$ cat src/core/top_ctrl_pkg.sv
// constants and field layout of the top-level control register bank
// Operation
// [RULE1] supply source field routes system rail: 00 max, 01 battery, 10 input, 11 open.
// [RULE2] over-voltage bit picks 5.50 V clear or 6.0 V set; resets clear.
// [RULE3] input under-voltage field picks 2.9 to 3.5 V in 0.2 V steps; resets 01.
// [RULE4] system-rail under-voltage field picks 2.4 to 2.7 V; resets 11.
// [RULE5] thermal shutdown field 95 to 125 C, 5 C steps, 20 C hysteresis; resets 011.
// [RULE6] die warning field picks 75 to 90 C in 5 C steps; resets 10.
// [RULE7] pin selection off: mode comes from the two register bits, high bit first.
// [RULE8] pin selection on: mode comes from the external mode pins instead.
// [RULE9] writing one to soft reset restores all defaults and power-cycles regulators.
// [RULE10] soft reset bit clears itself, so later reads return zero.
// [RULE11] long-press field sets 4, 8, 12 or 16 seconds; resets 01.
// [RULE12] host reads back the last written value of every field.
// [RULE13] writing zero to soft reset does nothing; reserved bits keep values unless written.
`default_nettype none

package top_ctrl_pkg;

    // ========================================
    // register offsets
    localparam logic [7:0] SUPPLY_PROTECTION_CONFIG_ADDR = 8'h0a;
    localparam logic [7:0] THERMAL_AND_RAIL_LIMITS_ADDR  = 8'h0b;
    localparam logic [7:0] MODE_RESET_KEY_CONTROL_ADDR   = 8'h0c;

    // ========================================
    // reset values
    localparam logic [7:0] SUPPLY_PROTECTION_CONFIG_RST  = 8'h09;
    localparam logic [7:0] THERMAL_AND_RAIL_LIMITS_RST   = 8'hce;
    localparam logic [7:0] MODE_RESET_KEY_CONTROL_RST    = 8'h01;

    // ========================================
    // field positions (low bit of each field)
    localparam int SUPPLY_SRC_LSB   = 4;
    localparam int OVP_BIT          = 2;
    localparam int INPUT_UVLO_LSB   = 0;
    localparam int RAIL_UVLO_LSB    = 6;
    localparam int SHUTDOWN_TEMP_LSB = 2;
    localparam int WARN_LSB         = 0;
    localparam int MODE_HIGH_BIT    = 4;
    localparam int MODE_LOW_BIT     = 3;
    localparam int SOFT_RESET_BIT   = 2;
    localparam int LONG_PRESS_LSB   = 0;

    // ========================================
    // threshold scales
    localparam logic [15:0] OVP_LOW_MV       = 16'h157c;  // 5500 mV
    localparam logic [15:0] OVP_HIGH_MV      = 16'h1770;  // 6000 mV
    localparam logic [15:0] INPUT_UVLO_BASE_MV = 16'h0b54; // 2900 mV
    localparam logic [15:0] INPUT_UVLO_STEP_MV = 16'h00c8; // 200 mV
    localparam logic [15:0] RAIL_UVLO_BASE_MV = 16'h0960; // 2400 mV
    localparam logic [15:0] RAIL_UVLO_STEP_MV = 16'h0064; // 100 mV
    localparam logic [7:0]  SHUTDOWN_TEMP_BASE_C   = 8'h5f;  // 95 C
    localparam logic [7:0]  TEMP_STEP_C            = 8'h05;
    localparam logic [7:0]  SHUTDOWN_TEMP_HYST_C   = 8'h14;  // 20 C
    localparam logic [2:0]  SHUTDOWN_TEMP_RESERVED = 3'h7;
    localparam logic [7:0]  WARN_BASE_C      = 8'h4b;     // 75 C

    // ========================================
    // supply routing
    typedef enum logic [1:0] {
        SRC_MAX_INPUT_PREF = 2'b00,
        SRC_BATTERY_ONLY   = 2'b01,
        SRC_INPUT_ONLY     = 2'b10,
        SRC_DISCONNECT     = 2'b11
    } supply_src_t;

    // ========================================
    // timing
    localparam longint CLK_FREQ_HZ          = 50_000_000;
    localparam longint LONG_PRESS_STEP_S    = 4;
    localparam longint LONG_PRESS_STEP_CYC  = LONG_PRESS_STEP_S * CLK_FREQ_HZ;
    localparam longint REG_OFF_TIME_US      = 1000;
    localparam longint REG_OFF_CYC          = (REG_OFF_TIME_US * CLK_FREQ_HZ) / 1_000_000;

endpackage : top_ctrl_pkg

`default_nettype wire

$ cat src/core/regulator_cycle_seq.sv
// regulator power-cycle sequencer started by a soft reset
`timescale 1ns/10ps
`default_nettype none

module regulator_cycle_seq
    import top_ctrl_pkg::*;
#(
    parameter int OFF_CYCLES = 32'(REG_OFF_CYC)
) (
    // clock and reset
    input  wire logic i_clk,
    input  wire logic i_rst,
    // trigger
    input  wire logic i_start,
    // regulator control
    output logic      o_regulator_off
);

    typedef enum logic [0:0] {
        SEQ_IDLE = 1'b0,
        SEQ_OFF  = 1'b1
    } seq_state_t;

    seq_state_t  state_r;
    logic [31:0] count_r;

    // ========================================
    // off window
    always_ff @(posedge i_clk) begin
        if (i_rst) begin
            state_r <= SEQ_IDLE;
            count_r <= 32'h0;
        end else begin
            case (state_r)
                SEQ_IDLE: begin
                    if (i_start) begin  // see [RULE9]
                        state_r <= SEQ_OFF;
                        count_r <= 32'(OFF_CYCLES - 1);
                    end
                end
                SEQ_OFF: begin
                    if (i_start) begin
                        count_r <= 32'(OFF_CYCLES - 1);
                    end else if (count_r == 32'h0) begin
                        state_r <= SEQ_IDLE;
                    end else begin
                        count_r <= count_r - 32'h1;
                    end
                end
                default: begin
                    state_r <= SEQ_IDLE;
                end
            endcase
        end
    end

    assign o_regulator_off = (state_r == SEQ_OFF);
endmodule : regulator_cycle_seq

`default_nettype wire

$ cat src/core/pmic_top_control_regs.sv
// top-level control register bank: supply, protection, thermal, mode, soft reset
`timescale 1ns/10ps
`default_nettype none

module pmic_top_control_regs
    import top_ctrl_pkg::*;
#(
    parameter int REG_OFF_CYCLES       = 32'(REG_OFF_CYC),
    parameter int LONG_PRESS_STEP_CYCS = 32'(LONG_PRESS_STEP_CYC)
) (
    // clock and reset
    input  wire logic        i_clk,
    input  wire logic        i_rst,
    // register port from the serial slave
    input  wire logic        i_wr_en,
    input  wire logic        i_rd_en,
    input  wire logic [7:0]  i_addr,
    input  wire logic [7:0]  i_wr_data,
    output logic      [7:0]  o_rd_data,
    output logic             o_rd_valid,
    // mode selection
    input  wire logic        i_pin_mode_select_enable,
    input  wire logic [1:0]  i_external_mode_pin,
    output logic      [1:0]  o_operating_mode,
    // supply and protection settings
    output logic      [1:0]  o_supply_source_select,
    output logic             o_battery_path_on,
    output logic             o_input_path_on,
    output logic             o_input_preferred,
    output logic      [15:0] o_input_overvoltage_mv,
    output logic      [15:0] o_input_undervoltage_mv,
    output logic      [15:0] o_system_rail_undervoltage_mv,
    // thermal settings
    output logic      [7:0]  o_shutdown_temperature_rise_c,
    output logic      [7:0]  o_shutdown_temperature_fall_c,
    output logic             o_shutdown_level_reserved,
    output logic      [7:0]  o_die_warning_c,
    // power key
    output logic      [31:0] o_power_key_long_press_cycles,
    // soft reset
    output logic             o_soft_reset_pulse,
    output logic             o_regulator_off
);

    logic [7:0] supply_protection_config_r;
    logic [7:0] thermal_and_rail_limits_r;
    logic [7:0] mode_reset_key_control_r;
    logic       hit_ctl1;
    logic       hit_ctl2;
    logic       hit_ctl3;
    logic       soft_reset_hit;
    logic [7:0] rd_data_nxt;

    logic [1:0] supply_source_select;
    logic       input_overvoltage_level;
    logic [1:0] input_undervoltage_level;
    logic [1:0] system_rail_undervoltage_level;
    logic [2:0] thermal_shutdown_level;
    logic [1:0] die_warning_level;
    logic       mode_select_high;
    logic       mode_select_low;
    logic [1:0] power_key_long_press_time;

    // ========================================
    // address decode
    assign hit_ctl1       = (i_addr == SUPPLY_PROTECTION_CONFIG_ADDR);
    assign hit_ctl2       = (i_addr == THERMAL_AND_RAIL_LIMITS_ADDR);
    assign hit_ctl3       = (i_addr == MODE_RESET_KEY_CONTROL_ADDR);
    assign soft_reset_hit = i_wr_en && hit_ctl3 && i_wr_data[SOFT_RESET_BIT];  // see [RULE9]

    // ========================================
    // supply and protection register
    always_ff @(posedge i_clk) begin
        if (i_rst) begin
            supply_protection_config_r <= SUPPLY_PROTECTION_CONFIG_RST;  // see [RULE2] see [RULE3]
        end else if (soft_reset_hit) begin
            supply_protection_config_r <= SUPPLY_PROTECTION_CONFIG_RST;  // see [RULE9]
        end else if (i_wr_en && hit_ctl1) begin
            supply_protection_config_r <= i_wr_data;  // see [RULE12] see [RULE13]
        end
    end

    // ========================================
    // thermal and rail limit register
    always_ff @(posedge i_clk) begin
        if (i_rst) begin
            thermal_and_rail_limits_r <= THERMAL_AND_RAIL_LIMITS_RST;  // see [RULE4] see [RULE5]
        end else if (soft_reset_hit) begin
            thermal_and_rail_limits_r <= THERMAL_AND_RAIL_LIMITS_RST;  // see [RULE9]
        end else if (i_wr_en && hit_ctl2) begin
            thermal_and_rail_limits_r <= i_wr_data;  // see [RULE12]
        end
    end

    // ========================================
    // mode, soft reset and key register
    always_ff @(posedge i_clk) begin
        if (i_rst) begin
            mode_reset_key_control_r <= MODE_RESET_KEY_CONTROL_RST;  // see [RULE11]
        end else if (soft_reset_hit) begin
            mode_reset_key_control_r <= MODE_RESET_KEY_CONTROL_RST;  // see [RULE9] see [RULE10]
        end else if (i_wr_en && hit_ctl3) begin
            // the trigger bit never stores; a zero write leaves it and all else plain
            mode_reset_key_control_r <= i_wr_data & ~(8'h01 << SOFT_RESET_BIT);  // see [RULE13]
        end
    end

    // ========================================
    // field extraction
    assign supply_source_select = supply_protection_config_r[SUPPLY_SRC_LSB +: 2];
    assign input_overvoltage_level  = supply_protection_config_r[OVP_BIT];
    assign input_undervoltage_level = supply_protection_config_r[INPUT_UVLO_LSB +: 2];
    assign system_rail_undervoltage_level = thermal_and_rail_limits_r[RAIL_UVLO_LSB +: 2];
    assign thermal_shutdown_level   = thermal_and_rail_limits_r[SHUTDOWN_TEMP_LSB +: 3];
    assign die_warning_level        = thermal_and_rail_limits_r[WARN_LSB +: 2];
    assign mode_select_high         = mode_reset_key_control_r[MODE_HIGH_BIT];
    assign mode_select_low          = mode_reset_key_control_r[MODE_LOW_BIT];
    assign power_key_long_press_time = mode_reset_key_control_r[LONG_PRESS_LSB +: 2];

    // ========================================
    // read path
    always_comb begin
        rd_data_nxt = 8'h00;
        if (hit_ctl1) begin
            rd_data_nxt = supply_protection_config_r;  // see [RULE12]
        end else if (hit_ctl2) begin
            rd_data_nxt = thermal_and_rail_limits_r;
        end else if (hit_ctl3) begin
            rd_data_nxt = mode_reset_key_control_r;  // see [RULE10]
        end
    end

    always_ff @(posedge i_clk) begin
        if (i_rst) begin
            o_rd_data  <= 8'h00;
            o_rd_valid <= 1'b0;
        end else begin
            o_rd_valid <= i_rd_en;
            if (i_rd_en) begin
                o_rd_data <= rd_data_nxt;
            end
        end
    end

    // ========================================
    // operating mode selection
    always_ff @(posedge i_clk) begin
        if (i_rst) begin
            o_operating_mode <= 2'b00;
        end else if (i_pin_mode_select_enable) begin
            o_operating_mode <= i_external_mode_pin;  // see [RULE8]
        end else begin
            o_operating_mode <= {mode_select_high, mode_select_low};  // see [RULE7]
        end
    end

    // ========================================
    // supply routing
    always_ff @(posedge i_clk) begin
        if (i_rst) begin
            o_supply_source_select <= 2'b00;
            o_battery_path_on      <= 1'b0;
            o_input_path_on        <= 1'b0;
            o_input_preferred      <= 1'b0;
        end else begin
            o_supply_source_select <= supply_source_select;
            case (supply_src_t'(supply_source_select))  // see [RULE1]
                SRC_MAX_INPUT_PREF: begin
                    o_battery_path_on <= 1'b1;
                    o_input_path_on   <= 1'b1;
                    o_input_preferred <= 1'b1;
                end
                SRC_BATTERY_ONLY: begin
                    o_battery_path_on <= 1'b1;
                    o_input_path_on   <= 1'b0;
                    o_input_preferred <= 1'b0;
                end
                SRC_INPUT_ONLY: begin
                    o_battery_path_on <= 1'b0;
                    o_input_path_on   <= 1'b1;
                    o_input_preferred <= 1'b1;
                end
                default: begin
                    o_battery_path_on <= 1'b0;
                    o_input_path_on   <= 1'b0;
                    o_input_preferred <= 1'b0;
                end
            endcase
        end
    end

    // ========================================
    // voltage thresholds
    always_ff @(posedge i_clk) begin
        if (i_rst) begin
            o_input_overvoltage_mv        <= 16'h0000;
            o_input_undervoltage_mv       <= 16'h0000;
            o_system_rail_undervoltage_mv <= 16'h0000;
        end else begin
            o_input_overvoltage_mv <= input_overvoltage_level ? OVP_HIGH_MV
                                                              : OVP_LOW_MV;  // see [RULE2]
            o_input_undervoltage_mv <= 16'(INPUT_UVLO_BASE_MV
                + INPUT_UVLO_STEP_MV * 16'(input_undervoltage_level));  // see [RULE3]
            o_system_rail_undervoltage_mv <= 16'(RAIL_UVLO_BASE_MV
                + RAIL_UVLO_STEP_MV * 16'(system_rail_undervoltage_level));  // see [RULE4]
        end
    end

    // ========================================
    // thermal thresholds
    always_ff @(posedge i_clk) begin
        if (i_rst) begin
            o_shutdown_temperature_rise_c <= 8'h00;
            o_shutdown_temperature_fall_c <= 8'h00;
            o_shutdown_level_reserved     <= 1'b0;
            o_die_warning_c               <= 8'h00;
        end else begin
            o_shutdown_temperature_rise_c <= 8'(SHUTDOWN_TEMP_BASE_C
                + TEMP_STEP_C * 8'(thermal_shutdown_level));  // see [RULE5]
            o_shutdown_temperature_fall_c <= 8'(SHUTDOWN_TEMP_BASE_C - SHUTDOWN_TEMP_HYST_C
                + TEMP_STEP_C * 8'(thermal_shutdown_level));  // see [RULE5]
            o_shutdown_level_reserved <= (thermal_shutdown_level == SHUTDOWN_TEMP_RESERVED);
            o_die_warning_c <= 8'(WARN_BASE_C
                + TEMP_STEP_C * 8'(die_warning_level));  // see [RULE6]
        end
    end

    // ========================================
    // power key long-press time
    always_ff @(posedge i_clk) begin
        if (i_rst) begin
            o_power_key_long_press_cycles <= 32'h0;
        end else begin
            o_power_key_long_press_cycles <= 32'(LONG_PRESS_STEP_CYCS)
                * (32'(power_key_long_press_time) + 32'h1);  // see [RULE11]
        end
    end

    // ========================================
    // soft reset outputs
    always_ff @(posedge i_clk) begin
        if (i_rst) begin
            o_soft_reset_pulse <= 1'b0;
        end else begin
            o_soft_reset_pulse <= soft_reset_hit;  // see [RULE9]
        end
    end

    regulator_cycle_seq #(
        .OFF_CYCLES      (REG_OFF_CYCLES)
    ) u_regulator_cycle_seq (
        .i_clk           (i_clk),
        .i_rst           (i_rst),
        .i_start         (soft_reset_hit),
        .o_regulator_off (o_regulator_off)
    );
endmodule : pmic_top_control_regs

`default_nettype wire

$ cat config.mk
export PLATFORM = sky130hd
export DESIGN_NAME = pmic_top_control_regs
export DESIGN_NICKNAME = d
export VERILOG_FILES = /design/src/core/top_ctrl_pkg.sv /design/src/core/regulator_cycle_seq.sv /design/src/core/pmic_top_control_regs.sv
export SDC_FILE = /design/constraint.sdc
export NUM_CORES = 1
export LEC_CHECK = 0
export BUFFER_PORTS_ARGS = -buffer_cell sky130_fd_sc_hd__buf_2
export CORE_MARGIN = 4
export CORE_UTILIZATION = 50
export CTS_CLUSTER_SIZE = 20
export DETAILED_ROUTE_END_ITERATION = 16
export PLACE_DENSITY = 0.74
export SLEW_MARGIN = 20
export SYNTH_ARGS = -nofsm -noshare
export SYNTH_HDL_FRONTEND = slang
export SYNTH_SLANG_ARGS = --single-unit
$ cat constraint.sdc
create_clock -name i_clk -period 2.9 [get_ports i_clk]
set_input_delay 0.58 -clock i_clk [delete_from_list [all_inputs] [get_ports i_clk]]
set_output_delay 0.58 -clock i_clk [all_outputs]
set_load 0.05 [all_outputs]
-- Word-level counts from Yosys, hierarchy flattened
Cells that the tools add are included.
W data, S select, Z words.
- logic and storage cells: 67
- register bits after elaboration: 177
- muxes and demuxes: 15
- reductions and logical operators: 10
- multiply operators: 5
- bitwise gates (word level): 1
- add/subtract/negate cells: 7
- eq/ne operators: 8
- operators by type and width (kind ; count):
    $mux W32 ; 3
    $pmux W32 S2 ; 1
    $logic_not A32 Y1 ; 1
    $sub A32 B1 Y32 const B ; 1
    $eq A8 B4 Y1 const B ; 3
    $mux W8 ; 3
    $mul A19 B3 Y22 const A ; 1
    $add A7 B6 Y8 const A ; 2
    $mul A5 B2 Y7 const A ; 2
    $add A12 B10 Y13 const A ; 1
    $add A12 B9 Y13 const A ; 1
    $mux W10 ; 1
    $add A7 B5 Y8 const A ; 1
    $mul A3 B3 Y6 const A ; 1
    $reduce_or A2 Y1 ; 3
    $mul A3 B2 Y5 const A ; 1
    $mux W1 ; 5
    $logic_and A1 B1 Y1 ; 4
    $add A2 B1 Y3 const B ; 1
    $eq A3 B3 Y1 const B ; 1
    $ne A3 B3 Y1 const B ; 1
    $eq A2 B1 Y1 const B ; 1
    $eq A2 B2 Y1 const B ; 1
    $logic_not A2 Y1 ; 1
    5 further kinds ; 5

-- Depth between registers and ports, before layout
Gate-level depths: netlist (run 1).
- depth in word-level cells: 5
- gate-level depth with buffers: 9
- depth with buffers taken out: 8

-- By module
Synthesis (run 1) repeated with hierarchy kept, for this count alone.
- cell total of the unflattened synthesis: 620
- area, all modules: 5729.2 um^2
- by module, submodules not included (module ; times used ; sequential area each (um^2) ; area an instance (um^2) ; cells each):
    pmic_top_control_regs ; 1 ; 1841.8 ; 3941.3 ; 403
    regulator_cycle_seq ; 1 ; 660.6 ; 1788.0 ; 217

-- Worst setup path after synthesis (run 1)
OpenSTA, ideal clock, no wires.
- path type: input -> register
- from: in i_addr[5]
- to: reg u_regulator_cycle_seq.count_r[31]
- data arrival time: 2.485 ns
- stages on the path: 7
- required time: 2.772 ns
- setup time: 0.128 ns
- buffers on the path: 2
- path slack: 0.287 ns
- cells stage by stage: or4_1 > nor4_4 > nand3_1 > nand2_1 > clkbuf_1 > clkbuf_1 > nor2_1
- word-level cells in the longest chain between the ends: 5
- elaborated cells on any way between the ends: 8
- classes of those cells: 3 x eq/ne; 2 x mux; 3 x reduce/logical
- ends and longest elaborated chain (item ; line ; RTL):
    start, declared ; pmic_top_control_regs.sv:17 ; input wire logic [7:0] i_addr,
    $eq A8 B4 Y1 (*) ; pmic_top_control_regs.sv:68 ; assign hit_ctl3 = (i_addr == MODE_RESET_KEY_CONTROL_ADDR);
    $logic_and A1 B1 Y1 (*) (2 in a row) ; pmic_top_control_regs.sv:69 ; assign soft_reset_hit = i_wr_en && hit_ctl3 && i_wr_data[SOFT_RESET_BIT];
    $mux W32 (tied with other cells) ; regulator_cycle_seq.sv:42 ; if (i_start) begin
    $pmux W32 S2 or $reduce_and A2 Y1 (tied branches) ; n/a ;
    end signal, assigned ; regulator_cycle_seq.sv:38 ; count_r <= 32'(OFF_CYCLES - 1);
    end signal, assigned ; regulator_cycle_seq.sv:43 ; count_r <= 32'(OFF_CYCLES - 1);
    end signal, assigned ; regulator_cycle_seq.sv:47 ; count_r <= count_r - 32'h1;
    end, declared ; regulator_cycle_seq.sv:25 ; logic [31:0] count_r;
Every way passes the cells marked *; elsewhere a longest branch is shown, timed or not.
A chain may end at the register's enable or synchronous reset.

-- Worst setup path after layout (run 1)
- from: reg u_regulator_cycle_seq.count_r[26]
- to: reg u_regulator_cycle_seq.count_r[4]
- word-level cells in the longest chain between the ends: 3
- ends and longest elaborated chain (item ; line ; RTL):
    $logic_not A32 Y1 ; regulator_cycle_seq.sv:44 ; end else if (count_r == 32'h0) begin
    $ne A3 B3 Y1 (no source line) ; n/a ;
    $reduce_and A2 Y1 (no source line) ; n/a ;
No other way between the ends.

==> flow_results.org, run 1 <==
** Worst setup path
- The setup path with the least slack is of type flop to flop.
- Setup crit end kind :: flop
- Reg2reg setup slack :: 0.16 ns
- For the worst setup path, the data arrival time is 3.14 ns.
- Critical path peak fanout :: 12
- The worst setup path is launched from a flop.
- Endpoint required time on the critical path :: 3.30 ns

** Power
- Share of total power in the clock network :: 47.2%
- In this run, the combinational gates consume 9.6% of the power.
- Of the total power, registers draw 43.1%.
- Maximum vdd ir drop :: 0.000410 V
- For this design the static power due to leakage is 0.00295 uW.
- Overall power :: 4060 uW
- Of the total power, the share spent switching nets is 25.7%.
- Internal power comes to 3020 uW.
- Net switching power :: 1040 uW
- Power per standard cell area :: 638 mW/mm^2

** Detailed routing
- The pre-antenna-repair detailed-routing pass consisted of 5 iterations.
- Routed Antenna Nets :: 0
- After detailed routing, the average wire length per cell comes to 14.2 um.
- Number of DRC violations after detailed-routing iteration 0 :: 251
- Via density :: 5.09
- Wire length reported by the detailed router :: 11.8 mm
- For this run, design rule violations remaining after detail routing come to 0.
- Routed vias :: 4235

** Job
- Max-capacitance violation count :: 0

** STA
- After routing, the total negative slack on setup checks comes to 0 ns.
- Unrepaired setup endpoints after global routing :: false
- The smallest clock period supported by the final layout is computed as 2.74 ns.
- Final count of pins violating max slew :: 0
- Timing would allow up to 0.366 GHz.
- Fin crit share :: 94.3%
- Max-Slew Margin vs Limit :: 57.4%
- Clock skew on the completed layout was measured at 0.00442 ns.
- Setup violations remaining at the end of the flow were counted as 0.
- For the pin with the worst max-slew slack, the measured transition is 0.636 ns.
- Final hold violations :: 0

** Synthesis
- The share of the Yosys chip area taken by registers is 46.1%.
- Yosys mapped a number of flops with a built-in enable equal to 0.
- Total of warnings raised by yosys :: 0
- In this run the cell area of the synthesized design comes to 0.00538 sq mm.
- Synthesis produced a netlist whose cell count is 586.
- Synthesized area per cell :: 9.19 sq um
- Unique masters post-synth :: 53
- In the synthesized netlist the async set-or-reset flop fraction comes to 0%.
- Synthesis inferred 124 register bits.
- Dominant register cell in the synthesized netlist :: sky130_fd_sc_hd__dfxtp_1

** Layout
- The area growth from synthesis to layout is 18.2%.
- Cells with a size suffix above 1 make up 23.4% of the layout.
- Once layout is complete, the cells apart from fillers number 832.
- Antenna diode count :: 0
- Final-stage net count :: 731
- Leading cell type in the layout, fill and taps excluded :: sky130_fd_sc_hd__dfxtp_1
- The filler cells instantiated in the layout total 894.
- The top cell types in the final layout, fill and taps aside, are sky130_fd_sc_hd__dfxtp_1, sky130_fd_sc_hd__buf_2, sky130_fd_sc_hd__nor2_1, sky130_fd_sc_hd__nand2_1.

** Die
- Number of placement rows :: 37
- Die Y :: 112 um
- 146 I/O pins were placed.
- The initial utilization of the core area, before any placement, comes to 51.7%.
- The die covers 0.0125 sq mm.
- Width of the die :: 112 um
- The region available for standard cell placement spans 0.0104 sq mm.

** Clock network
- Maximum buffer depth of the clock tree :: 2
- Counting the buffers created by CTS gives 17.
- After clock tree synthesis, the clock-pin slew on the worst setup and hold paths is 0.06 ns.
- Clock insertion delay at the later pin of the skew report :: 0.51 ns
- In this run the post-CTS setup repair buffer count came out at 0.
- Number of sinks driven by the clock tree :: 124
- Cells resized by post-CTS repair :: 0
- TritonCTS built the clock tree.
- Maximum level of the CTS H-tree :: 4
- Buffers inserted to repair hold after CTS numbered 0.
- The cell sitting at the root of the clock tree is a sky130_fd_sc_hd__clkbuf_8.

** GRT
- The number of antenna violations at the first check in global routing is 0.
- After global routing the overflow that remains totals 0.
- Wire length of the first global-routing pass :: 19.4 mm
- Maximum number of pins on one net before global-route repair :: 52
- Number of global-route vias before repair :: 4037
- Global routing consumed, over all layers together, 18.9% of the routing resources.

** Placed design
- Count of input and output buffers :: 110
- Final Wtd Congestion :: 0.869
- Sum of net half-perimeters after detailed placement :: 8.31 mm
- Including well taps, the total number of placed cells is 800.

** Worst hold path
- In this run the worst hold path is classified as input pin to flop.

** Run status
- The run finished with clean final reports.
[cell usage after synthesis, types with 2 or more instances]
cell type | number | share of area (%)
sky130_fd_sc_hd__a222oi_1 | 7 | 1.3
sky130_fd_sc_hd__a21oi_1 | 34 | 3.2
sky130_fd_sc_hd__nor3_1 | 9 | 0.84
sky130_fd_sc_hd__xnor2_1 | 29 | 4.7
sky130_fd_sc_hd__and2_1 | 3 | 0.35
sky130_fd_sc_hd__clkbuf_1 | 19 | 1.3
sky130_fd_sc_hd__nand2_1 | 41 | 2.9
sky130_fd_sc_hd__nor4b_2 | 3 | 0.84
sky130_fd_sc_hd__or4_4 | 2 | 0.42
sky130_fd_sc_hd__or3_1 | 6 | 0.70
sky130_fd_sc_hd__or4_1 | 5 | 0.70
sky130_fd_sc_hd__nor2b_1 | 14 | 1.6
sky130_fd_sc_hd__nor4_1 | 6 | 0.70
sky130_fd_sc_hd__xor2_1 | 15 | 2.4
sky130_fd_sc_hd__dfxtp_1 | 124 | 46
sky130_fd_sc_hd__o21ai_0 | 3 | 0.28
sky130_fd_sc_hd__mux2i_1 | 2 | 0.37
sky130_fd_sc_hd__a2111oi_1 | 2 | 0.37
sky130_fd_sc_hd__a211oi_1 | 13 | 1.8
sky130_fd_sc_hd__buf_2 | 2 | 0.19
sky130_fd_sc_hd__buf_1 | 4 | 0.28
sky130_fd_sc_hd__nor2_1 | 77 | 5.4
sky130_fd_sc_hd__ha_1 | 24 | 5.6
sky130_fd_sc_hd__nand3b_1 | 2 | 0.28
sky130_fd_sc_hd__buf_4 | 55 | 7.7
sky130_fd_sc_hd__inv_1 | 18 | 1.3
sky130_fd_sc_hd__and3_1 | 2 | 0.23
sky130_fd_sc_hd__o21ai_1 | 3 | 0.28
sky130_fd_sc_hd__nand3_1 | 36 | 3.3
sky130_fd_sc_hd__a31oi_1 | 2 | 0.23
sky130_fd_sc_hd__o211ai_1 | 2 | 0.28
[kinds of logic after synthesis]
logic type,Yosys count,share of synthesized area (%)
compound gates,78,9.97
xor+xnor,44,7.16
fa+ha+maj,25,5.95
buf+inv,99,10.9
flops,124,46.1
mux,2,0.372
other cells,1,0.0697
simple gates,213,19.5
[layer usage]
| metal | routed length (um) | vias to the layer above | GRT usage (%) |
|---|---|---|---|
| met1 | 4920 | 1966 | 22.6 |
| met3 | 842 | 18 | 6.14 |
| met5 | 0 | - | 0 |
| li1 | - | 2089 | - |
| met4 | 170 | 0 | 6.33 |
| met2 | 5920 | 162 | 32.2 |
[worst max-delay path, cell delays in order, from the launching register on]
cell	delay [ns]
sky130_fd_sc_hd__dfxtp_1	0.35
sky130_fd_sc_hd__or4_4	0.58
sky130_fd_sc_hd__or4_4	0.52
sky130_fd_sc_hd__o41a_1	0.64
sky130_fd_sc_hd__o211ai_1	0.29
sky130_fd_sc_hd__xor2_1	0.19
sky130_fd_sc_hd__nor2_1	0.05
[power by group through the flow]
stage | combinational [uW] | sequential, uW | clock [uW]
global placement | 389 | 1790 | 0
detailed placement | 391 | 1790 | 0
floorplan | 250 | 1900 | 0
global route | 409 | 1750 | 2030
CTS | 391 | 1750 | 1940
finish | 391 | 1750 | 1920
[registers in the layout, summed over array words and instances, names as in the netlist, 5 cells and up]
name and count:
o_die_warning_c 5, mode_reset_key_control_r 7, o_system_rail_undervoltage_mv 7, thermal_and_rail_limits_r 8
supply_protection_config_r 8, o_shutdown_temperature_fall_c 6, u_regulator_cycle_seq.count_r 32, o_power_key_long_press_cycles 15
o_rd_data 8, o_shutdown_temperature_rise_c 8, o_input_undervoltage_mv 8
[per-stage QoR]
stage / hold slack [ns] / utilization, % / setup slack [ns] / area (sq um)
2_1_floorplan: 0.421 / - / 0.287 / 5520
3_3_place_gp: 0.443 / 55.9 / 0.207 / 5820
3_5_place_dp: 0.451 / 55.9 / 0.156 / 5820
4_1_cts: 0.303 / 61.1 / 0.169 / 6370
5_1_grt: 0.320 / 61.1 / 0.0793 / 6370
6_report: 0.317 / 61.1 / 0.165 / 6370
[path summary, 6_finish.rpt]
check	start	endpoint	cells past startpoint
worst max-delay path	u_regulator_cycle_seq.count_r[26]	u_regulator_cycle_seq.count_r[4]	6
worst min-delay path	i_external_mode_pin[1]	o_operating_mode[1]	3
worst max register to register	u_regulator_cycle_seq.count_r[26]	u_regulator_cycle_seq.count_r[4]	6
worst min register to register	supply_protection_config_r[1]	o_input_undervoltage_mv[4]	1
[area by class of cell]
type,instances,area [sq um],area share [%]
clock buffer,24,480,7.55
multi-input combinational,398,2440,38.4
inverter,18,67.6,1.06
timing repair buffer,124,656,10.3
sequential,124,2480,39.0
tap,136,170,2.67
clock inverter,8,65.1,1.02
(Power assumes the default switching activity.)
==> run 2: changes to the inputs <==
--- a/config.mk
+++ b/config.mk
@@ -8,8 +8,9 @@
 export BUFFER_PORTS_ARGS = -buffer_cell sky130_fd_sc_hd__buf_2
 export CORE_MARGIN = 4
-export CORE_UTILIZATION = 50
+export CORE_UTILIZATION = 47
 export CTS_CLUSTER_SIZE = 20
 export DETAILED_ROUTE_END_ITERATION = 16
-export PLACE_DENSITY = 0.74
+export MAX_ROUTING_LAYER = met4
+export PLACE_DENSITY = 0.73
 export SLEW_MARGIN = 20
 export SYNTH_ARGS = -nofsm -noshare
==> constraint.sdc (replaced) <==
create_clock -name i_clk -period 2.3 [get_ports i_clk]
set_input_delay 0 -clock i_clk [delete_from_list [all_inputs] [get_ports i_clk]]
set_output_delay 0 -clock i_clk [all_outputs]
set_load 0.05 [all_outputs]
==> flow_results.org, run 2 (synthesized netlist as in run 1, its figures left out) <==
** Detailed routing
- The first detailed-routing pass took 6 iterations.
- The detail route stage leaves a number of antenna-violating nets equal to 0.
- WL/cell :: 14.2 um
- Detailed routing inserted a total of 4412 vias.
- In the routed design, unresolved DRC markers number 0.
- Via density :: 5.00
- Wires add up to 12.5 mm.
- Number of DRC violations after detailed-routing iteration 0 :: 277

** Die
- Die Y :: 115 um
- The initialized floorplan defines 38 standard-cell rows.
- The floorplan step defined a core boundary enclosing 0.0110 sq mm.
- Initial core utilization :: 48.8%
- Total Die Area :: 0.0132 sq mm
- Width of the die :: 115 um
- In this run the count of I/O pins placed on the die edge is 146.

** Worst setup path
- Launch point of the critical path :: u_regulator_cycle_seq.count_r[28]
- R2R depth :: 7
- Arrival time reported for the critical path endpoint :: 2.81 ns
- Critical path type :: flop to flop
- Endpoint required time on the critical path :: 2.55 ns
- The worst setup path is captured at a flop.
- Worst reg2reg path startpoint :: u_regulator_cycle_seq.count_r[28]
- Type of origin of the critical path :: flop
- Critical path peak fanout :: 6
- Reg2reg setup slack :: -0.25 ns
- Reg2reg end :: u_regulator_cycle_seq.count_r[15]

** Clock network
- Clock Tree Root :: sky130_fd_sc_hd__clkbuf_16
- Clock insertion delay at the later pin of the skew report :: 0.40 ns
- Counting the buffers created by CTS gives 17.
- Clock-pin slew was measured on the worst setup and hold paths at 0.06 ns.
- Maximum buffer depth of the clock tree :: 2
- Maximum level of the CTS H-tree :: 4
- Number of sinks driven by the clock tree :: 124
- TritonCTS built the clock tree.

** Worst hold path
- In this run the most critical hold path is launched from i_addr[2].
- In this run the worst hold path is classified as input pin to flop.
- For hold timing, the worst endpoint is thermal_and_rail_limits_r[5].
- The worst hold path passes through 5 cells.

** STA
- Final worst clock skew :: 0.00538 ns
- For the pin with the worst max-slew slack, the measured transition is 0.700 ns.
- Final count of pins violating max slew :: 0
- Setup violations remaining at the end of the flow were counted as 32.
- In the post-route analysis, the smallest setup slack over all paths is -0.254 ns.
- Time the final worst path needs with I/O delays and setup :: 2.55 ns
- Final hold violations :: 0
- After layout, the worst path uses 111% of the clock period.
- Hold timing on the final database bottoms out at a slack of 0.114 ns.
- Headroom to the max-slew limit came out at 53.4%.
- For this run, the top clock speed supported by timing is 0.392 GHz.
- Setup repair after global routing could not meet its margin everywhere.

** GRT
- Global route overflow :: 0
- The number of global-route vias before repair came to 4265.
- Antenna violations before repair :: 0
- Entering global routing, the biggest net connects 72 pins.
- Global routing consumed, over all layers together, 19.3% of the routing resources.
- Wire length of the first global-routing pass :: 19.9 mm

** Job
- Across the run, the number of max-cap violations was 0.

** Layout
- Growth of design area from synthesis to finish :: 31.0%
- Leading cell type in the layout, fill and taps excluded :: sky130_fd_sc_hd__dfxtp_1
- The filler cells instantiated in the layout total 856.
- Antenna diode count :: 0
- The largest registers in the layout are u_regulator_cycle_seq.count_r: 32 flops, o_power_key_long_press_cycles: 15 flops.
- Ratio of cells with drive above 1 in the final layout :: 30.1%
- Ranked by flip-flop count, first place goes to u_regulator_cycle_seq.count_r.
- Most used cells in the layout excluding fill and tap cells :: sky130_fd_sc_hd__dfxtp_1, sky130_fd_sc_hd__buf_2, sky130_fd_sc_hd__nor2_1, sky130_fd_sc_hd__nand2_1, sky130_fd_sc_hd__buf_4
- Flip-flop count of the largest register after layout :: 32
- Final-stage net count :: 777

** Power
- In this run the power density over the cells is 785 mW/mm^2.
- Across the VDD grid, the largest voltage drop is 0.000671 V.
- For this design the static power due to leakage is 0.00324 uW.
- Total power for the finished layout comes to 5540 uW.

** Placed design
- Count of input and output buffers :: 110
- Final Wtd Congestion :: 0.879
- Minimum setup slack after placement :: -0.198 ns
- Sum of net half-perimeters after detailed placement :: 8.66 mm

** Run status
- The checks that failed: negative setup slack.
- Status :: finished, violations left
## run 2: cell type report
cell class | instances | area [sq um] | share of cell area (%)
Multi-Input combinational cell | 398 | 2590 | 36.8
Clock buffer | 19 | 443 | 6.28
Clock inverter | 13 | 190 | 2.70
Tap cell | 140 | 175 | 2.48
Sequential cell | 124 | 2490 | 35.2
Inverter | 18 | 67.6 | 0.958
Timing Repair Buffer | 170 | 1100 | 15.6
## run 2: how the worst max path moves through the flow
stage	end	depth (start not counted)
final	u_regulator_cycle_seq.count_r[15]	7
after global routing	u_regulator_cycle_seq.count_r[21]	8
after CTS	u_regulator_cycle_seq.count_r[2]	7
after detailed placement	u_regulator_cycle_seq.count_r[7]	7
after global placement	u_regulator_cycle_seq.count_r[7]	7
after floorplan	u_regulator_cycle_seq.count_r[20]	7
## run 2: metal layers
layer	vias to the layer above	GRT usage [%]	routed length, um
met3	15	5.63	854
met5	-	-	0
li1	2187	-	-
met4	0	6.34	125
met1	2051	21.7	5200
met2	159	32.8	6320
## run 2: worst max-delay path: stages (launching register included)
cell	delay, ns
sky130_fd_sc_hd__dfxtp_2	0.32
sky130_fd_sc_hd__or4_4	0.52
sky130_fd_sc_hd__or4_4	0.53
sky130_fd_sc_hd__o41ai_4	0.44
sky130_fd_sc_hd__buf_6	0.19
sky130_fd_sc_hd__nor2_1	0.07
sky130_fd_sc_hd__xnor2_1	0.21
sky130_fd_sc_hd__a21oi_1	0.11
## run 2: per-stage QoR
stage / util [%] / instances / area (sq um) / TNS [ns]
detailed placement: 55.4 / 833 / 6110 / -3.46
floorplan: - / 621 / 5540 / -1.31
global placement: 55.4 / 833 / 6110 / -1.74
finish: 63.9 / 882 / 7050 / -5.11
global route: 63.9 / 882 / 7050 / -7.87
CTS: 63.3 / 882 / 6980 / -4.38
## run 2: repair_timing
item	CTS	global route
endpoints found under the setup margin	31	33
cloned	2	0
buffers inserted	2	0
pin swaps	16	18
resized for setup	21	13
endpoints found under the hold margin	27	0
hold buffers	13	0
## run 2: power breakdown
group | total [uW] | internal, uW | switching, uW
logic | 524 | 99.2 | 425
registers | 2210 | 2190 | 15.0
clock network | 2810 | 1850 | 962
total | 5540 | 4140 | 1400
==> run 3: changes to the inputs <==
Settings changed: CORE_UTILIZATION 47 to 48, SYNTH_HIERARCHICAL set to 1.
==> flow_results.org, run 3 <==
** Run status
- The flow ran to the end, but the final reports show violations.
- Violated checks :: negative setup slack

** Worst hold path
- The worst hold path was traced through 4 stages.
- Class of the tightest hold or removal check :: input pin to flop

** Worst setup path
- Reg2reg setup slack :: -0.09 ns
- Traced cell by cell, the critical path runs through or4_4 > or4_4 > buf_4 > nor3_4 > buf_4 > buf_6 > nor4_1 > mux2i_1.
- On the critical path, the stage with the largest delay is an instance of sky130_fd_sc_hd__or4_4.
- In this run the critical register-to-register path is captured at u_regulator_cycle_seq/count_r[21].
- The critical path runs through a total of 8 cells.
- Type of origin of the critical path :: flop
- Endpoint required time on the critical path :: 2.59 ns
- Max stage delay on crit path :: 0.58 ns
- Number of buffers and inverters on the critical path :: 3
- Critical path type :: flop to flop
- Arrival time reported for the critical path endpoint :: 2.68 ns
- Setup crit end kind :: flop
- Following the worst setup path forward leads to its endpoint at u_regulator_cycle_seq/count_r[21].
- The number of cells on the worst reg-to-reg path is 8.
- Critical path peak fanout :: 8
- Launch point of the critical path :: u_regulator_cycle_seq/count_r[15]
- Grouping stages by cell kind, the critical path spends the most delay in simple AND/OR/NAND/NOR gates.
- Worst reg2reg path startpoint :: u_regulator_cycle_seq/count_r[15]

** Layout
- In the final layout, the registers with the most flip-flops are u_regulator_cycle_seq/count_r: 32 flops, o_power_key_long_press_cycles: 16 flops.
- Final-stage net count :: 821
- Post-route core utilization :: 63.5%
- Fillers :: 939
- The register with the most flip-flops in the final layout is u_regulator_cycle_seq/count_r.
- In the layout the commonest cells are sky130_fd_sc_hd__dfxtp_1, sky130_fd_sc_hd__buf_2, sky130_fd_sc_hd__nor2_1, sky130_fd_sc_hd__buf_4, sky130_fd_sc_hd__conb_1.
- The register with the most flip-flops in the layout has 32 of them.
- The area growth from synthesis to layout is 28.1%.
- Antenna diode count :: 0
- Ratio of cells with drive above 1 in the final layout :: 28.7%
- The library cell used most frequently in the layout, excluding fill and tap cells, is sky130_fd_sc_hd__dfxtp_1.

** Detailed routing
- In this run the remaining antenna-violating nets after routing total 0.
- WL met1 :: 6.33 mm
- Detailed routing inserted a total of 4929 vias.
- Highest routed layer :: met4
- In the routed design, unresolved DRC markers number 0.
- Number of DRC violations after detailed-routing iteration 0 :: 260
- Via density :: 5.31
- Summed over all nets, wire length on met2 after detailed routing comes to 7.21 mm.
- Before antenna repair, the detailed router went through 4 iterations.
- Dividing the detail-routed wire length by the instance count gives 15.7 um.
- Wire length reported by the detailed router :: 14.6 mm
- Wire length on met3 :: 769 um

** GRT
- Entering global routing, the biggest net connects 42 pins.
- Antenna violations before repair :: 0
- Wire length of the first global-routing pass :: 23.5 mm
- Number of global-route vias before repair :: 4750
- GRT Util Overall :: 22.3%
- Global route overflow :: 0

** Placed design
- Buffers placed on the I/O ports in this run total 110.
- Sum of net half-perimeters after detailed placement :: 10.6 mm
- Final Wtd Congestion :: 0.860

** Die
- Number of placement rows :: 39
- 146 I/O pins were placed.
- The die covers 0.0137 sq mm.
- The core region is 0.0116 sq mm.
- Once the floorplan was initialized, standard cells occupied 49.5% of the core.
- Die Y :: 117 um
- The die is 117 um wide.

** STA
- The clock arrives with 0.00584 ns of skew.
- Static timing analysis puts the maximum clock frequency at 0.418 GHz.
- After layout, the worst path uses 104% of the clock period.
- At the pin with the least slew margin, the transition time is 0.902 ns.
- The total count of hold-check failures in the final report came to 0.
- Setup slack after layout :: -0.0911 ns
- Worst Hold Slack :: 0.0339 ns
- Max-Slew Margin vs Limit :: 39.7%
- Setup violations remaining at the end of the flow were counted as 20.
- After layout, the minimum clock period comes to 2.39 ns.
- The number of pins with negative max-slew slack in the final report was 0.
- Setup repair after global routing could not meet its margin everywhere.

** Synthesis
- Yosys mapped a number of flops with a built-in enable equal to 0.
- Sorting the synthesized cells by area gives the leading types as sky130_fd_sc_hd__dfxtp_1, sky130_fd_sc_hd__buf_4, sky130_fd_sc_hd__ha_1.
- After synthesis, the largest area contributor takes up 43.7% of total cell area.
- Syn Std Cell Area :: 0.00573 sq mm
- Unique masters post-synth :: 59
- Synthesized flop and latch total :: 125
- Total of warnings raised by yosys :: 6
- Synthesized area per cell :: 9.24 sq um
- Cell types with the highest counts after synthesis :: sky130_fd_sc_hd__dfxtp_1, sky130_fd_sc_hd__nor2_1, sky130_fd_sc_hd__buf_4, sky130_fd_sc_hd__a21oi_1, sky130_fd_sc_hd__nand2_1
- For this run, the register share of the synthesized area comes to 43.7%.
- Dominant register cell in the synthesized netlist :: sky130_fd_sc_hd__dfxtp_1
- Share of async-settable or async-resettable flops after synthesis :: 0%
- Summed over all instances, the cell type with the most area after synthesis is sky130_fd_sc_hd__dfxtp_1.
- Synthesis produced a netlist whose cell count is 620.
- In the post-synthesis netlist, the cell with the most instances is sky130_fd_sc_hd__dfxtp_1.

** Clock network
- Clock latency on the worst-skew pair, taken at its later pin, is 0.41 ns.
- Clk slew on worst S/H paths :: 0.06 ns
- Maximum level of the CTS H-tree :: 4
- Number of sinks driven by the clock tree :: 125
- Maximum buffer depth of the clock tree :: 2
- Inserted Clock Buffers :: 17
- TritonCTS built the clock tree.
- The root buffer cell chosen for the clock tree is sky130_fd_sc_hd__clkbuf_16.

** Job
- Max-capacitance violation count :: 0

** Power
- Dividing total power by cell area gives a power density of 750 mW/mm^2.
- VDD sags by at most 0.000438 V.
- The analysis attributes to cell leakage a power of 0.00344 uW.
## run 3: changes by cell type after synthesis, sizes merged, moves of 11 or more
cell,before,now
nand3,36,10
xnor2,29,7
mux2i,2,20
or4,7,23
a211oi,13,2
## run 3: repair_timing
| action | CTS | global route |
|---|---|---|
| pin swaps | 7 | 3 |
| buffers inserted | 1 | 2 |
| setup endpoints to repair | 15 | 23 |
| hold endpoints to repair | 42 | 0 |
| resized for setup | 9 | 18 |
| gates cloned | 1 | 1 |
| hold buffers | 13 | 0 |
## run 3: through the flow
stage / TNS [ns] / std cells / setup slack, ns / total power, uW / instance area [sq um]
2_1_floorplan: -0.232 / 654 / -0.117 / 2710 / 5860
4_1_cts: -0.0971 / 925 / -0.0971 / 5540 / 7260
5_1_grt: -1.68 / 928 / -0.136 / 5690 / 7340
3_5_place_dp: -1.40 / 878 / -0.163 / 2780 / 6470
6_report: -0.782 / 928 / -0.0911 / 5500 / 7340
3_3_place_gp: -0.925 / 878 / -0.154 / 2770 / 6470
## run 3: layout make-up
| cell class | instances | area (sq um) | area share (%) |
|---|---|---|---|
| flip-flops and latches | 125 | 2500 | 34.1 |
| multi-input cells | 432 | 2850 | 38.9 |
| well taps | 143 | 179 | 2.44 |
| repair buffers | 178 | 1120 | 15.3 |
| clock buffers | 18 | 429 | 5.85 |
| inverters | 18 | 67.6 | 0.921 |
| clock inverters | 14 | 184 | 2.51 |
## run 3: power breakdown
group	total (uW)	internal [uW]	leakage, uW	switching, uW
combinational	541	116	0.00212	425
clock	2750	1730	0.000298	1020
sequential	2210	2200	0.00102	13.0
total	5500	4050	0.00344	1460
## run 3: layer usage
metal	vias up	global-route usage, %
li1	2392	-
met1	2345	27.2
met2	172	36.0
met3	20	5.09
met4	0	8.41
met5	-	-
## run 3: worst min path at each step
| stage | startpoint | to | slack (ns) |
|---|---|---|---|
| after floorplan | i_rst | o_power_key_long_press_cycles[16] | 0.08 |
| after global placement | i_external_mode_pin[1] | o_operating_mode[1] | 0.24 |
| after detailed placement | i_wr_data[3] | thermal_and_rail_limits_r[3] | 0.27 |
| after CTS | i_wr_data[2] | thermal_and_rail_limits_r[2] | 0.01 |
| after global routing | i_wr_data[2] | thermal_and_rail_limits_r[2] | 0.04 |
| final | i_wr_data[2] | thermal_and_rail_limits_r[2] | 0.03 |
## run 3: cells by family (layout without fill, tap and decap cells)
family,after synthesis,count (layout),share of synthesized area (%)
simple gates,232,233,22.4
flops,125,125,43.7
buf+inv,98,228,10.1
compound gates,95,95,11.0
fa+ha+maj,26,26,5.68
xor+xnor,22,22,3.36
mux,21,21,3.69
other cells,1,35,0.0655
## run 3: worst register-to-register path: cells and delay by family, from the launching register on
kind,cells,cell delay (ns)
mux,1,0.12
buf+inv,3,0.46
flops,1,0.32
simple gates,4,1.37
